`src/logic/dcs_pkg.sv`:
```
// Purpose: shared constants and types for the supply/sync/crystal config bank
// Assumes: 25 MHz system clock, APB with 32-bit data
// Notes: register offset is a free choice, no offset is printed
package dcs_pkg;
   localparam logic [11:0] DEV_CFG_ADDR = 12'h000;
   localparam int DOM_LSB = 20;
   localparam int DOM_MSB = 26;
   localparam int SYNC_LSB = 16;
   localparam int SYNC_MSB = 19;
   localparam int LDO_BIT = 15;
   localparam int XTAL_LSB = 12;
   localparam int XTAL_MSB = 14;
   localparam logic [6:0] DOM_RST = 7'h00;
   localparam logic [3:0] SYNC_RST = 4'h2;
   localparam logic [3:0] SYNC_MAX = 4'hC;
   localparam logic [2:0] XTAL_RST = 3'h0;
   localparam int SCAN_LDO_BIT = 6;
   localparam int CLK_MHZ = 25;
   localparam int US_CYCLES = CLK_MHZ;
   // crystal waits in units of 10 us
   localparam int XT_1MS = 100;
   localparam int XT_2P5MS = 250;
   localparam int XT_5MS = 500;
   localparam int XT_7P5MS = 750;
   localparam int XT_10MS = 1000;
   localparam int XT_0P5MS = 50;
   localparam int XT_15MS = 1500;
   localparam int XT_10US = 1;
   localparam int XT_UNIT_US = 10;

   typedef enum logic [1:0] {
      ST_IDLE = 2'b00,
      ST_WAIT = 2'b01,
      ST_DONE = 2'b10
   } dcs_seq_t;

   typedef struct packed {
      logic [31:0] prdata;
      logic pready;
      logic pslverr;
   } dcs_apb_rsp_t;
endpackage : dcs_pkg

```
`src/logic/dcs_wait_timer.sv`:
```
// Purpose: microsecond-tick wait timer with start and done
// Assumes: start is a one-cycle pulse; length in microseconds
// Notes: restart while busy reloads the count
`timescale 1ns/10ps
module dcs_wait_timer #(
   parameter int TICK_CYCLES = 25,
   parameter int LEN_W = 16
) (
   input wire logic clk_i,   // system clock
   input wire logic rst_n_i, // async reset
   input wire logic start_i, // begin wait
   input wire logic [LEN_W-1:0] len_us_i, // wait in us
   output logic done_o       // one-cycle completion pulse
);
   import dcs_pkg::*;
   typedef struct packed {
      dcs_seq_t st;
      logic [7:0] tick;
      logic [LEN_W-1:0] left;
      logic done;
   } dcs_tmr_t;
   dcs_tmr_t r, next_r;

   // tick lives in eight bits, length needs room to count down
   if (TICK_CYCLES < 1 || TICK_CYCLES > 256) begin : g_bad_tick
      $error("tick cycles out of range");
   end
   if (LEN_W < 2 || LEN_W > 32) begin : g_bad_len
      $error("length width out of range");
   end

   always_comb begin
      next_r = r;
      next_r.done = 1'b0;
      if (start_i) begin
         next_r.st = ST_WAIT;
         next_r.tick = 8'(TICK_CYCLES - 1);
         next_r.left = len_us_i;
      end else if (r.st == ST_WAIT) begin
         if (r.tick != 8'h00) begin
            next_r.tick = r.tick - 8'h01;
         end else begin
            next_r.tick = 8'(TICK_CYCLES - 1);
            if (r.left <= LEN_W'(1)) begin
               next_r.st = ST_IDLE;
               next_r.done = 1'b1;
            end else begin
               next_r.left = r.left - LEN_W'(1);
            end
         end
      end
   end

   always_ff @(posedge clk_i or negedge rst_n_i) begin
      if (!rst_n_i) begin
         r <= '{st: ST_IDLE, tick: 8'h00, left: '0, done: 1'b0};
      end else begin
         r <= next_r;
      end
   end

   assign done_o = r.done;
endmodule : dcs_wait_timer

```
`src/logic/dcs_config_bank.sv`:
```
// Purpose: device config bits 26:12 over APB, plus sync and crystal waits
// Assumes: APB slave, one wait state, word at DEV_CFG_ADDR
// Notes: other bits of the word read as zero here
// Notes on behaviour
// - seven domain disable bits sit at 26..20 for domains 6..0, reset 0.
// - a domain bit of 0 keeps its reference currents on, 1 turns them off.
// - sync drops affected output enables, waits, then stops and aligns.
// - the sync wait code gives 1us doubled per code up to 4096us, reset 2.
// - bit 15 picks regulator 1.25V or 1.32V, scan vector bit 6 overrides.
// - the crystal code picks the startup wait from the fixed table.
`timescale 1ns/10ps
module dcs_config_bank (
   input wire logic SYS_CLK_I,            // system clock 25 MHz
   input wire logic RST_N_I,              // async reset, active low
   input wire logic PSEL_I,               // apb select
   input wire logic PENABLE_I,            // apb enable
   input wire logic PWRITE_I,             // apb write
   input wire logic [11:0] PADDR_I,       // apb byte address
   input wire logic [31:0] PWDATA_I,      // apb write data
   input wire logic [3:0] PSTRB_I,        // apb byte strobes
   output logic [31:0] PRDATA_O,          // apb read data
   output logic PREADY_O,                 // apb ready
   output logic PSLVERR_O,                // apb error, unmapped address
   input wire logic SCAN_MODE_I,          // scan mode active
   input wire logic [7:0] SCAN_CTRL_I,    // scan control vector
   input wire logic SYNC_REQ_I,           // divider sync request pulse
   input wire logic [6:0] SYNC_DOM_I,     // domains affected by sync
   input wire logic XTAL_START_I,         // crystal wait start pulse
   output logic [6:0] IREF_DISABLE_O,     // per-domain reference off
   output logic [6:0] OUT_EN_O,           // per-domain driver enable
   output logic SYNC_ALIGN_O,             // stop clocks and align, pulse
   output logic XTAL_DONE_O,              // crystal wait done, pulse
   output logic LDO_HIGH_O                // regulator select, 1 = 1.32V
);
   import dcs_pkg::*;

   typedef struct packed {
      logic [6:0] dom_dis;
      logic [3:0] sync_wait;
      logic ldo_sel;
      logic [2:0] xtal_sel;
      dcs_apb_rsp_t rsp;
      dcs_seq_t sync_st;
      logic [6:0] out_en;
      logic align;
      logic xdone;
      logic ldo_out;
      logic [6:0] iref;
   } dcs_state_t;

   dcs_state_t r, next_r;
   logic sync_done, xtal_done, sync_start;
   logic [15:0] sync_len, xtal_len;

   ////////////////////////////////////////////////////////////////////////
   // decode helpers
   function automatic logic [15:0] sync_us(input logic [3:0] code);
      logic [3:0] c;
      c = (code > SYNC_MAX) ? SYNC_MAX : code; // codes above C clamp
      sync_us = 16'h0001 << c;
   endfunction : sync_us

   function automatic logic [15:0] xtal_units(input logic [2:0] code);
      int v;
      case (code)
         3'h0: v = XT_1MS;
         3'h1: v = XT_2P5MS;
         3'h2: v = XT_5MS;
         3'h3: v = XT_7P5MS;
         3'h4: v = XT_10MS;
         3'h5: v = XT_0P5MS;
         3'h6: v = XT_15MS;
         default: v = XT_10US;
      endcase
      xtal_units = 16'(v);
   endfunction : xtal_units

   function automatic logic [31:0] read_word(input dcs_state_t s);
      logic [31:0] w;
      w = 32'h0000_0000;
      w[DOM_MSB:DOM_LSB] = s.dom_dis;
      w[SYNC_MSB:SYNC_LSB] = s.sync_wait;
      w[LDO_BIT] = s.ldo_sel;
      w[XTAL_MSB:XTAL_LSB] = s.xtal_sel;
      read_word = w;
   endfunction : read_word

   ////////////////////////////////////////////////////////////////////////
   // elaboration checks: the field map must match the struct widths
   if (DOM_MSB - DOM_LSB != 6) begin : g_bad_dom
      $error("domain field must be seven bits wide");
   end
   if (SYNC_MSB - SYNC_LSB != 3) begin : g_bad_sync
      $error("sync wait field must be four bits wide");
   end
   if (XTAL_MSB - XTAL_LSB != 2) begin : g_bad_xtal
      $error("crystal field must be three bits wide");
   end
   if (SYNC_MSB >= DOM_LSB || LDO_BIT >= SYNC_LSB ||
       XTAL_MSB >= LDO_BIT || DOM_MSB > 31) begin : g_bad_order
      $error("config fields overlap or leave the word");
   end
   // both timers hold the tick count in eight bits
   if (US_CYCLES < 1 || US_CYCLES > 256) begin : g_bad_tick
      $error("microsecond tick out of range");
   end
   // longest crystal wait in us must fit the sixteen-bit timer length
   if (XT_15MS * XT_UNIT_US > 65535) begin : g_bad_xlen
      $error("crystal wait too long for the timer");
   end
   if (SYNC_RST > SYNC_MAX) begin : g_bad_srst
      $error("sync wait reset code beyond the table");
   end
   if (SCAN_LDO_BIT > 7) begin : g_bad_scan
      $error("scan override bit outside the scan vector");
   end
   // one word per register, so the offset must be word aligned
   if (DEV_CFG_ADDR[1:0] != 2'b00) begin : g_bad_addr
      $error("register offset not word aligned");
   end

   ////////////////////////////////////////////////////////////////////////
   // waits
   assign sync_start = (r.sync_st == ST_IDLE) && SYNC_REQ_I;
   assign sync_len = sync_us(r.sync_wait);
   assign xtal_len = 16'(32'(xtal_units(r.xtal_sel)) * XT_UNIT_US);

   dcs_wait_timer #(.TICK_CYCLES(US_CYCLES), .LEN_W(16)) u_sync_tmr (
      .clk_i(SYS_CLK_I),
      .rst_n_i(RST_N_I),
      .start_i(sync_start),
      .len_us_i(sync_len),
      .done_o(sync_done)
   );

   dcs_wait_timer #(.TICK_CYCLES(US_CYCLES), .LEN_W(16)) u_xtal_tmr (
      .clk_i(SYS_CLK_I),
      .rst_n_i(RST_N_I),
      .start_i(XTAL_START_I),
      .len_us_i(xtal_len),
      .done_o(xtal_done)
   );

   ////////////////////////////////////////////////////////////////////////
   // next state
   always_comb begin
      logic hit;
      logic [31:0] wd;
      hit = 1'b0;
      wd = 32'h0000_0000;
      next_r = r;
      next_r.rsp.pready = 1'b0;
      next_r.rsp.pslverr = 1'b0;
      next_r.align = 1'b0;
      next_r.xdone = xtal_done;
      if (PADDR_I == DEV_CFG_ADDR) begin
         hit = 1'b1;
      end
      // one wait state: ready is registered off the first access edge
      if (PSEL_I && PENABLE_I && !r.rsp.pready) begin
         next_r.rsp.pready = 1'b1;
         next_r.rsp.pslverr = !hit;
         next_r.rsp.prdata = (hit && !PWRITE_I) ? read_word(r) : '0;
         if (hit && PWRITE_I) begin
            wd = read_word(r);
            for (int b = 0; b < 4; b++) begin
               if (PSTRB_I[b]) begin
                  wd[b*8 +: 8] = PWDATA_I[b*8 +: 8];
               end
            end
            next_r.dom_dis = wd[DOM_MSB:DOM_LSB];
            next_r.sync_wait = wd[SYNC_MSB:SYNC_LSB];
            next_r.ldo_sel = wd[LDO_BIT];
            next_r.xtal_sel = wd[XTAL_MSB:XTAL_LSB];
         end
      end
      // sync sequence: enables off, wait, then align
      case (r.sync_st)
         ST_IDLE: begin
            if (SYNC_REQ_I) begin
               next_r.out_en = r.out_en & ~SYNC_DOM_I;
               next_r.sync_st = ST_WAIT;
            end
         end
         ST_WAIT: begin
            if (sync_done) begin
               next_r.align = 1'b1;
               next_r.out_en = 7'h7F;
               next_r.sync_st = ST_IDLE;
            end
         end
         default: begin
            next_r.sync_st = ST_IDLE;
         end
      endcase
      next_r.iref = next_r.dom_dis;
      next_r.ldo_out = SCAN_MODE_I ? SCAN_CTRL_I[SCAN_LDO_BIT]
                                   : next_r.ldo_sel;
   end

   always_ff @(posedge SYS_CLK_I or negedge RST_N_I) begin
      if (!RST_N_I) begin
         r <= '{dom_dis: DOM_RST, sync_wait: SYNC_RST, ldo_sel: 1'b0,
                xtal_sel: XTAL_RST, rsp: '0, sync_st: ST_IDLE,
                out_en: 7'h7F, align: 1'b0, xdone: 1'b0, ldo_out: 1'b0,
                iref: DOM_RST};
      end else begin
         r <= next_r;
      end
   end

   ////////////////////////////////////////////////////////////////////////
   // outputs, all registered
   assign PRDATA_O = r.rsp.prdata;
   assign PREADY_O = r.rsp.pready;
   assign PSLVERR_O = r.rsp.pslverr;
   assign IREF_DISABLE_O = r.iref;
   assign OUT_EN_O = r.out_en;
   assign SYNC_ALIGN_O = r.align;
   assign XTAL_DONE_O = r.xdone;
   assign LDO_HIGH_O = r.ldo_out;
endmodule : dcs_config_bank

```
`config.mk`:
```
export PLATFORM = sky130hd
export DESIGN_NAME = dcs_config_bank
export DESIGN_NICKNAME = d
export VERILOG_FILES = /design/src/logic/dcs_pkg.sv /design/src/logic/dcs_wait_timer.sv /design/src/logic/dcs_config_bank.sv
export SDC_FILE = /design/constraint.sdc
export NUM_CORES = 1
export LEC_CHECK = 0
export BUFFER_PORTS_ARGS = -buffer_cell sky130_fd_sc_hd__buf_4
export CAP_MARGIN = 15
export CELL_PAD_IN_SITES_DETAIL_PLACEMENT = 0
export CELL_PAD_IN_SITES_GLOBAL_PLACEMENT = 1
export CORE_MARGIN = 4
export CORE_UTILIZATION = 39
export CTS_BUF_LIST = sky130_fd_sc_hd__clkbuf_4 sky130_fd_sc_hd__clkbuf_8
export DETAILED_ROUTE_END_ITERATION = 16
export PLACE_DENSITY_LB_ADDON = 0.3
export SLEW_MARGIN = 20
export SYNTH_ARGS = -nofsm -noshare
export SYNTH_HDL_FRONTEND = slang
export SYNTH_SLANG_ARGS = --single-unit
```
`constraint.sdc`:
```
create_clock -name SYS_CLK_I -period 2.6 [get_ports SYS_CLK_I]
set_input_delay 0.39 -clock SYS_CLK_I [delete_from_list [all_inputs] [get_ports SYS_CLK_I]]
set_output_delay 0.39 -clock SYS_CLK_I [all_outputs]
set_load 0.03 [all_outputs]
```
==> reports/metrics.yaml, run 1 <==
yosys:
  yosysSeqAreaShare_pct: 41.9
  synth_edf_count: 0
  async_reset_ff_share_pct: 100
  ys_ff_latch: 95
  netlist_area_um2: 5700
  synthFlopType: "dfrtp_1"
  yosysUniqueCellTypes: 68
  synthCells: 620
  syn_avg_cell_area_um2: 9.19
  yosysWarnings: 0
sta:
  setup_violations: 0
  setup_tns_ns: 0
  grt_setup_unrepaired: "no"
  worst_slew_pin_slew_ns: 0.572
  maxSlewViolCount: 0
  fmax_mhz: 421
  hold_violations: 0
  clock_skew_ns: 0.0200
  relSlewSlack_pct: 61.5
  post-route-min-period_ns: 2.37
  min_period_over_period_pct: 91.3
detailed_routing:
  met1_length_um: 6160
  drt-vias-per-instance: 5.39
  routed_wl_um: 13400
  drc_errors: 0
  drt_iter0_markers: 289
  dr_wl_met3_um: 471
  drtAntennaViolNets: 0
  drtPass1Iterations: 5
  routed.top_layer: "met4"
  met2_length_um: 6510
  wire_per_inst_um: 15.5
  vias: 4670
min_path:
  hold_class: "primary input to flop"
  hold_depth: 4
place:
  globalplace.congestion: 0.884
  hpwl_um: 9980
  postPlaceCellArea_um2: 6320
  placement.io_buffers: 79
power:
  switching_share_pct: 33.7
  peakVddDrop_uv: 252
  p_seq_share_pct: 48.7
  share_comb_of_total_power_pct: 25.3
  p_leak_nw: 3.03
  p_per_area_nw_per_um2: 588
  switchingPower_mw: 1.30
  p_int_mw: 2.56
  power_frac_clock_pct: 26.0
cts:
  cts_root_buf: "clkbuf_8"
  path_clk_slew_ns: 0.10
  cts_sinks: 95
  clk_path_buf_depth: 2
  cts_tree: "built"
  cts_max_level: 3
  numCtsBuffers: 9
  insertion_delay_ns: 0.38
cells_and_area:
  area_growth_pct: 15.0
  layout_common_cells: "buf_4 (101), dfrtp_1 (86), nand2_1 (72)"
  final_nets: 775
  fin_area_um2: 6550
  n_antenna_cell: 0
  layout_commonest_cell: "buf_4"
  layout-drive-gt1-share_pct: 22.4
die:
  io_pins: 122
  start_util_pct: 40.4
  core_um2: 14100
  rows: 43
  die_height_um: 129
  die_area_um2: 16600
  die_w_um: 129
worst_setup_path:
  path_class: "flop to flop"
  timing.rr.end: "u_xtal_tmr.r[12]"
  worstSetupEndpoint: "u_xtal_tmr.r[12]"
  start_kind: "flop"
  critPathCaptureType: "flop"
  rrSetupSlack_ns: 0.23
  reg2reg_from: "r[53]"
  cp.required_ns: 2.87
  r2r_cells: 10
  worstPathMaxFanout: 5
  arrival_ns: 2.64
  startpoint: "r[53]"
global_route:
  grt_usage_pct: 16.9
  antenna_found_initial: 0
  grt_first_pass_wirelength_um: 22700
  grt.overflow.total: 0
  first_global_vias: 4689
  grt_max_degree: 47
run:
  drv_cap: 0
status:
  run_status: "completed"
cell usage after synthesis, types with 3 or more instances:
cell type,number,area (um2)
nand3_1,18,90.1
xnor2_1,8,70.1
inv_1,20,75.1
nand2_1,72,270
nor3_1,15,75.1
buf_2,3,15.0
and3_1,4,25.0
or3_1,9,56.3
xor2_1,3,26.3
dfstp_2,8,210
clkbuf_1,20,75.1
nor2b_1,7,43.8
a211oi_1,4,30.0
a31oi_1,8,50.1
a21o_1,4,30.0
nand4_1,6,37.5
nor2_1,59,221
o311a_1,3,30.0
buf_4,46,345
or4_1,5,37.5
o21ai_0,35,175
nor4_1,15,93.8
mux2i_1,6,60.1
o21a_1,3,22.5
nand2b_1,11,68.8
mux2_2,17,191
nand3b_1,3,22.5
a22o_1,18,158
dfrtp_1,87,2180
o211ai_1,3,22.5
a21oi_1,22,110
nand4b_1,3,26.3
o22ai_1,4,25.0
o31ai_1,4,30.0
ha_1,22,275
o32ai_1,4,35.0
logic make-up after synthesis:
kind of cell             after synthesis  share of synthesized area, %
adder cells (fa/ha/maj)               23                          5.18
AO/OA/AOI/OAI                        132                          15.7
multiplexers                          23                          4.42
AND/OR/NAND/NOR                      245                          22.0
buffers and inverters                 90                          9.03
flip-flops                            95                          41.9
other                                  1                        0.0658
XOR/XNOR                              11                          1.69
critical path: stages (launching register included):
cell and delay, ns:
dfrtp_1 0.41, inv_1 0.12, ha_1 0.25, o21ai_0 0.17, nand2_1 0.08, ha_1 0.32
xnor2_2 0.16, xnor2_1 0.27, nor4b_1 0.11, o31ai_1 0.26, nand3_1 0.12
layout make-up:
cell class	count	area [um2]
fill	1378	7550
multi-input combinational	452	2870
sequential	95	2390
timing repair buffer	103	788
tap	180	225
clock buffer	11	145
inverter	20	75.1
clock inverter	5	57.6
metal layers:
layer | vias to the layer above | global-route usage, %
met3 | 25 | 3.86
li1 | 2285 | -
met5 | - | 0
met4 | 0 | 6.05
met1 | 2259 | 22.5
met2 | 101 | 26.9
through the flow:
| stage | hold slack, ns | worst slack, ns | std cells | power (mW) | util [%] |
|---|---|---|---|---|---|
| floorplan | 0.0944 | 0.00684 | 637 | 2.60 | - |
| global placement | 0.335 | 0.232 | 849 | 2.85 | 44.9 |
| detailed placement | 0.336 | 0.186 | 849 | 2.88 | 44.9 |
| CTS | 0.204 | 0.187 | 866 | 3.90 | 46.4 |
| global route | 0.208 | 0.0117 | 866 | 4.13 | 46.5 |
| finish | 0.230 | 0.227 | 866 | 3.85 | 46.5 |
registers in the layout (all words and copies together) (netlist names):
name / flops
PSLVERR_O: 1
u_xtal_tmr.r: 25
u_sync_tmr.done_o: 1
PRDATA_O: 15
PREADY_O: 1
u_sync_tmr.r: 25
SYNC_ALIGN_O: 1
u_xtal_tmr.done_o: 1
OUT_EN_O: 7
XTAL_DONE_O: 1
r: 9
IREF_DISABLE_O: 7
LDO_HIGH_O: 1
worst min-delay path by stage:
stage	endpoint	startpoint	slack (ns)
6_report	OUT_EN_O[2]	SYNC_DOM_I[2]	0.23
5_1_grt	r[57]	PWDATA_I[16]	0.21
4_1_cts	OUT_EN_O[2]	SYNC_DOM_I[2]	0.20
3_5_place_dp	XTAL_DONE_O	u_xtal_tmr.done_o	0.34
3_3_place_gp	XTAL_DONE_O	u_xtal_tmr.done_o	0.34
2_1_floorplan	IREF_DISABLE_O[0]	RST_N_I	0.09
power groups by stage:
stage	clock [mW]	sequential, mW	combinational [mW]
after floorplan	0	1.85	0.753
after global placement	0	1.89	0.964
after detailed placement	0	1.90	0.981
after CTS	1.05	1.87	0.982
after global routing	1.12	1.91	1.10
final	1.00	1.88	0.975
what timing repair did:
| action | in CTS | in global routing |
|---|---|---|
| setup buffers | 0 | 0 |
| resized for setup | 0 | 4 |
| hold buffers | 1 | 0 |
| setup endpoints to repair | 0 | 3 |
| endpoints found under the hold margin | 14 | 0 |
Power figures use the tool's default switching activity.
==> run 2: changes to the inputs <==
Settings changed: CORE_MARGIN 4 to not set, SYNTH_HIERARCHICAL set to 1.
==> run 2 against run 1 <==
Count of clock-buffer cells in the layout did not move. Sequential share of layout area decreased by 0.82 points. Hold slack worse by 0.0040 ns. Global-route usage about the same. Maximum frequency shrank 8.3%. Sequential power fell by 3%. Sequential cell count is the same. Synthesized area decreased by 1.1%. Wire length fell by 11%. Setup slack worse by 0.21 ns.
==> reports/metrics.yaml, run 2 <==
worst_setup_path:
  arrival_ns: 2.86  # was 2.64 ns
  start_kind: "flop"  # unchanged
  timing.rr.end: "u_xtal_tmr/r[12]"  # was u_xtal_tmr.r[12]
  path_class: "flop to flop"  # unchanged
  worstPathMaxFanout: 4  # was 5
  cp.required_ns: 2.87  # about the same
  reg2reg_from: "r[53]"  # unchanged
  r2r_cells: 12  # was 10
  rrSetupSlack_ns: 0.01  # was 0.23 ns
  critPathCaptureType: "flop"  # unchanged
cells_and_area:
  layout_common_cells: "buf_4 (117), dfrtp_1 (87), nor2_1 (57)"  # was buf_4 (101), dfrtp_1 (86), nand2_1 (72)
  area_growth_pct: 18.9  # was 15.0%
  n_antenna_cell: 0  # unchanged
  fin_area_um2: 6700  # was 6550 um2
  layout_commonest_cell: "buf_4"  # unchanged
  layout-drive-gt1-share_pct: 29.9  # was 22.4%
  utilization_pct: 47.9  # was 46.5%
  final_nets: 766  # was 775
sta:
  setup_violations: 0  # unchanged
  relSlewSlack_pct: 59.9  # was 61.5%
  setup_tns_ns: 0  # unchanged
  post-route-min-period_ns: 2.59  # was 2.37 ns
  grt_setup_unrepaired: "yes"  # was no
  layout_setup_ws_ns: 0.0128  # was 0.227 ns
  maxSlewViolCount: 0  # unchanged
  hold_slack_ns: 0.226  # was 0.230 ns
  min_period_over_period_pct: 99.5  # was 91.3%
  worst_slew_pin_slew_ns: 0.593  # was 0.572 ns
  fmax_mhz: 387  # was 421 MHz
  clock_skew_ns: 0.0135  # was 0.0200 ns
  hold_violations: 0  # unchanged
place:
  postPlaceCellArea_um2: 6350  # was 6320 um2
  hpwl_um: 8640  # was 9980 um
  placement.io_buffers: 79  # unchanged
  globalplace.congestion: 0.783  # was 0.884
  dp_slack_ns: -0.0662  # was 0.186 ns
cts:
  clk_path_buf_depth: 2  # unchanged
  cts_root_buf: "clkbuf_8"  # unchanged
  cts_max_level: 3  # unchanged
  cts_sinks: 95  # unchanged
  insertion_delay_ns: 0.37  # was 0.38 ns
  path_clk_slew_ns: 0.09  # was 0.10 ns
  cts_tree: "built"  # unchanged
  numCtsBuffers: 9  # unchanged
yosys:
  yosysMostFrequentCell: "dfrtp_1"  # unchanged
  yosysSeqAreaShare_pct: 42.4  # was 41.9%
  yosysTopAreaCellShare_pct: 38.6  # was 38.2%
  syn_avg_cell_area_um2: 9.58  # was 9.19 um2
  synth_edf_count: 0  # unchanged
  async_reset_ff_share_pct: 100  # unchanged
  yosysUniqueCellTypes: 64  # was 68
  yosysTopAreaCell: "dfrtp_1"  # unchanged
  yosysWarnings: 6  # was 0
  netlist_area_um2: 5630  # was 5700 um2
  yosys-top-cells-count: "dfrtp_1 (87), nor2_1 (58), nand2_1 (53)"  # was dfrtp_1 (87), nand2_1 (72), nor2_1 (59)
  synthFlopType: "dfrtp_1"  # unchanged
  ys_ff_latch: 95  # unchanged
  synthTopCellsByArea: "dfrtp_1 (39%), buf_4 (6.4%), ha_1 (4.9%)"  # was dfrtp_1 (38%), buf_4 (6.1%), ha_1 (4.8%)
  synthCells: 588  # was 620
min_path:
  holdPathEnd: "OUT_EN_O[2]"  # unchanged
  hp-start: "SYNC_DOM_I[2]"  # unchanged
  hold_depth: 4  # unchanged
  hold_class: "primary input to flop"  # unchanged
detailed_routing:
  drc_errors: 0  # unchanged
  drt_iter0_markers: 181  # was 289
  drtPass1Iterations: 4  # was 5
  wire_per_inst_um: 13.9  # was 15.5 um
  routed_wl_um: 11900  # was 13400 um
  vias: 4425  # was 4670
  drt-vias-per-instance: 5.17  # was 5.39
  drtAntennaViolNets: 0  # unchanged
global_route:
  grt_max_degree: 41  # was 47
  first_global_vias: 4360  # was 4689
  grt_first_pass_wirelength_um: 19900  # was 22700 um
  grt.overflow.total: 0  # unchanged
  antenna_found_initial: 0  # unchanged
  grt_usage_pct: 16.9  # about the same
die:
  die_height_um: 122  # was 129 um
  die_area_um2: 14900  # was 16600 um2
  start_util_pct: 40.3  # was 40.4%
  io_pins: 122  # unchanged
  core_um2: 14000  # was 14100 um2
  die_w_um: 122  # was 129 um
  rows: 43  # unchanged
power:
  peakVddDrop_uv: 269  # was 252 uV
  p_leak_nw: 3.11  # was 3.03 nW
  p_per_area_nw_per_um2: 546  # was 588 nW/um2
status:
  run_status: "completed"  # unchanged
run:
  drv_cap: 0  # unchanged
[run 2: cell count changes after synthesis, sizes merged, moves of 5 or more]
cell | previous run | this run
nand2 | 72 | 54
inv | 20 | 14
xnor2 | 8 | 18
xor2 | 3 | 9
nor3 | 16 | 11
clkbuf | 20 | 14
a22oi | 1 | 6
a21oi | 22 | 32
o21ai | 35 | 25
or3 | 9 | 4
[run 2: repair_timing]
| item | 4_1_cts | 5_1_grt |
|---|---|---|
| setup buffers | 1 | 4 |
| endpoints found under the setup margin | 2 | 5 |
| endpoints found under the hold margin | 24 | 0 |
| hold buffers | 1 | 0 |
| pin swaps | 4 | 10 |
| resized for setup | 3 | 18 |
[run 2: cell type report]
cell class                      instances  area [um2]
Fill cell                            1316        7290
Multi-Input combinational cell        431        2940
Sequential cell                        95        2390
Timing Repair Buffer                  118         888
Tap cell                              180         225
Clock buffer                           11         139
Inverter                               16        60.1
Clock inverter                          5        57.6
[run 2: worst max path at each step]
stage,startpoint,endpoint,slack [ns],cells after the start
6_report,r[53],u_xtal_tmr/r[12],0.01,12
3_5_place_dp,r[53],u_xtal_tmr/r[12],-0.07,12
3_3_place_gp,r[55],u_xtal_tmr/r[12],0.01,12
5_1_grt,r[53],u_xtal_tmr/r[12],-0.12,12
2_1_floorplan,r[53],u_xtal_tmr/r[12],0.01,13
4_1_cts,r[53],u_xtal_tmr/r[10],-0.05,13
[run 2: cell families after synthesis]
group | Yosys count | share of synthesized area, %
and+or+nand+nor | 220 | 20.9
AOI/OAI and AO/OA | 116 | 13.5
DFF | 95 | 42.4
buffers and inverters | 84 | 9.15
xor gates and xnor gates | 27 | 4.20
adders and majority gates | 24 | 5.60
muxes | 21 | 4.15
other | 1 | 0.0666
[run 2: worst max-delay path, stage by stage (launching register included)]
cell and delay, ns:
dfrtp_1 0.42, inv_2 0.08, ha_2 0.18, nand2b_4 0.14
nor2b_4 0.13, ha_4 0.16, fa_2 0.39, a221oi_2 0.29
o221ai_2 0.17, a31oi_2 0.17, xnor2_1 0.14, nor2_1 0.06
a211oi_1 0.17
[run 2: through the flow]
stage	total power, mW	cells
after floorplan	2.46	610
after global placement	2.67	835
after detailed placement	2.70	835
after CTS	3.71	853
after global routing	3.91	856
final	3.66	856
[run 2: power by group]
group          switching, mW  internal [mW]
registers              0.168           1.67
clock network          0.514          0.468
logic                  0.464          0.375
[run 2: per-layer routing]
metal / global-route usage, % / vias to the layer above / routed length [um]
li1: - / 2195 / -
met1: 21.6 / 2124 / 5480
met2: 27.8 / 92 / 5680
met3: 3.89 / 14 / 575
met4: 6.17 / 0 / 167
met5: 0 / - / 0
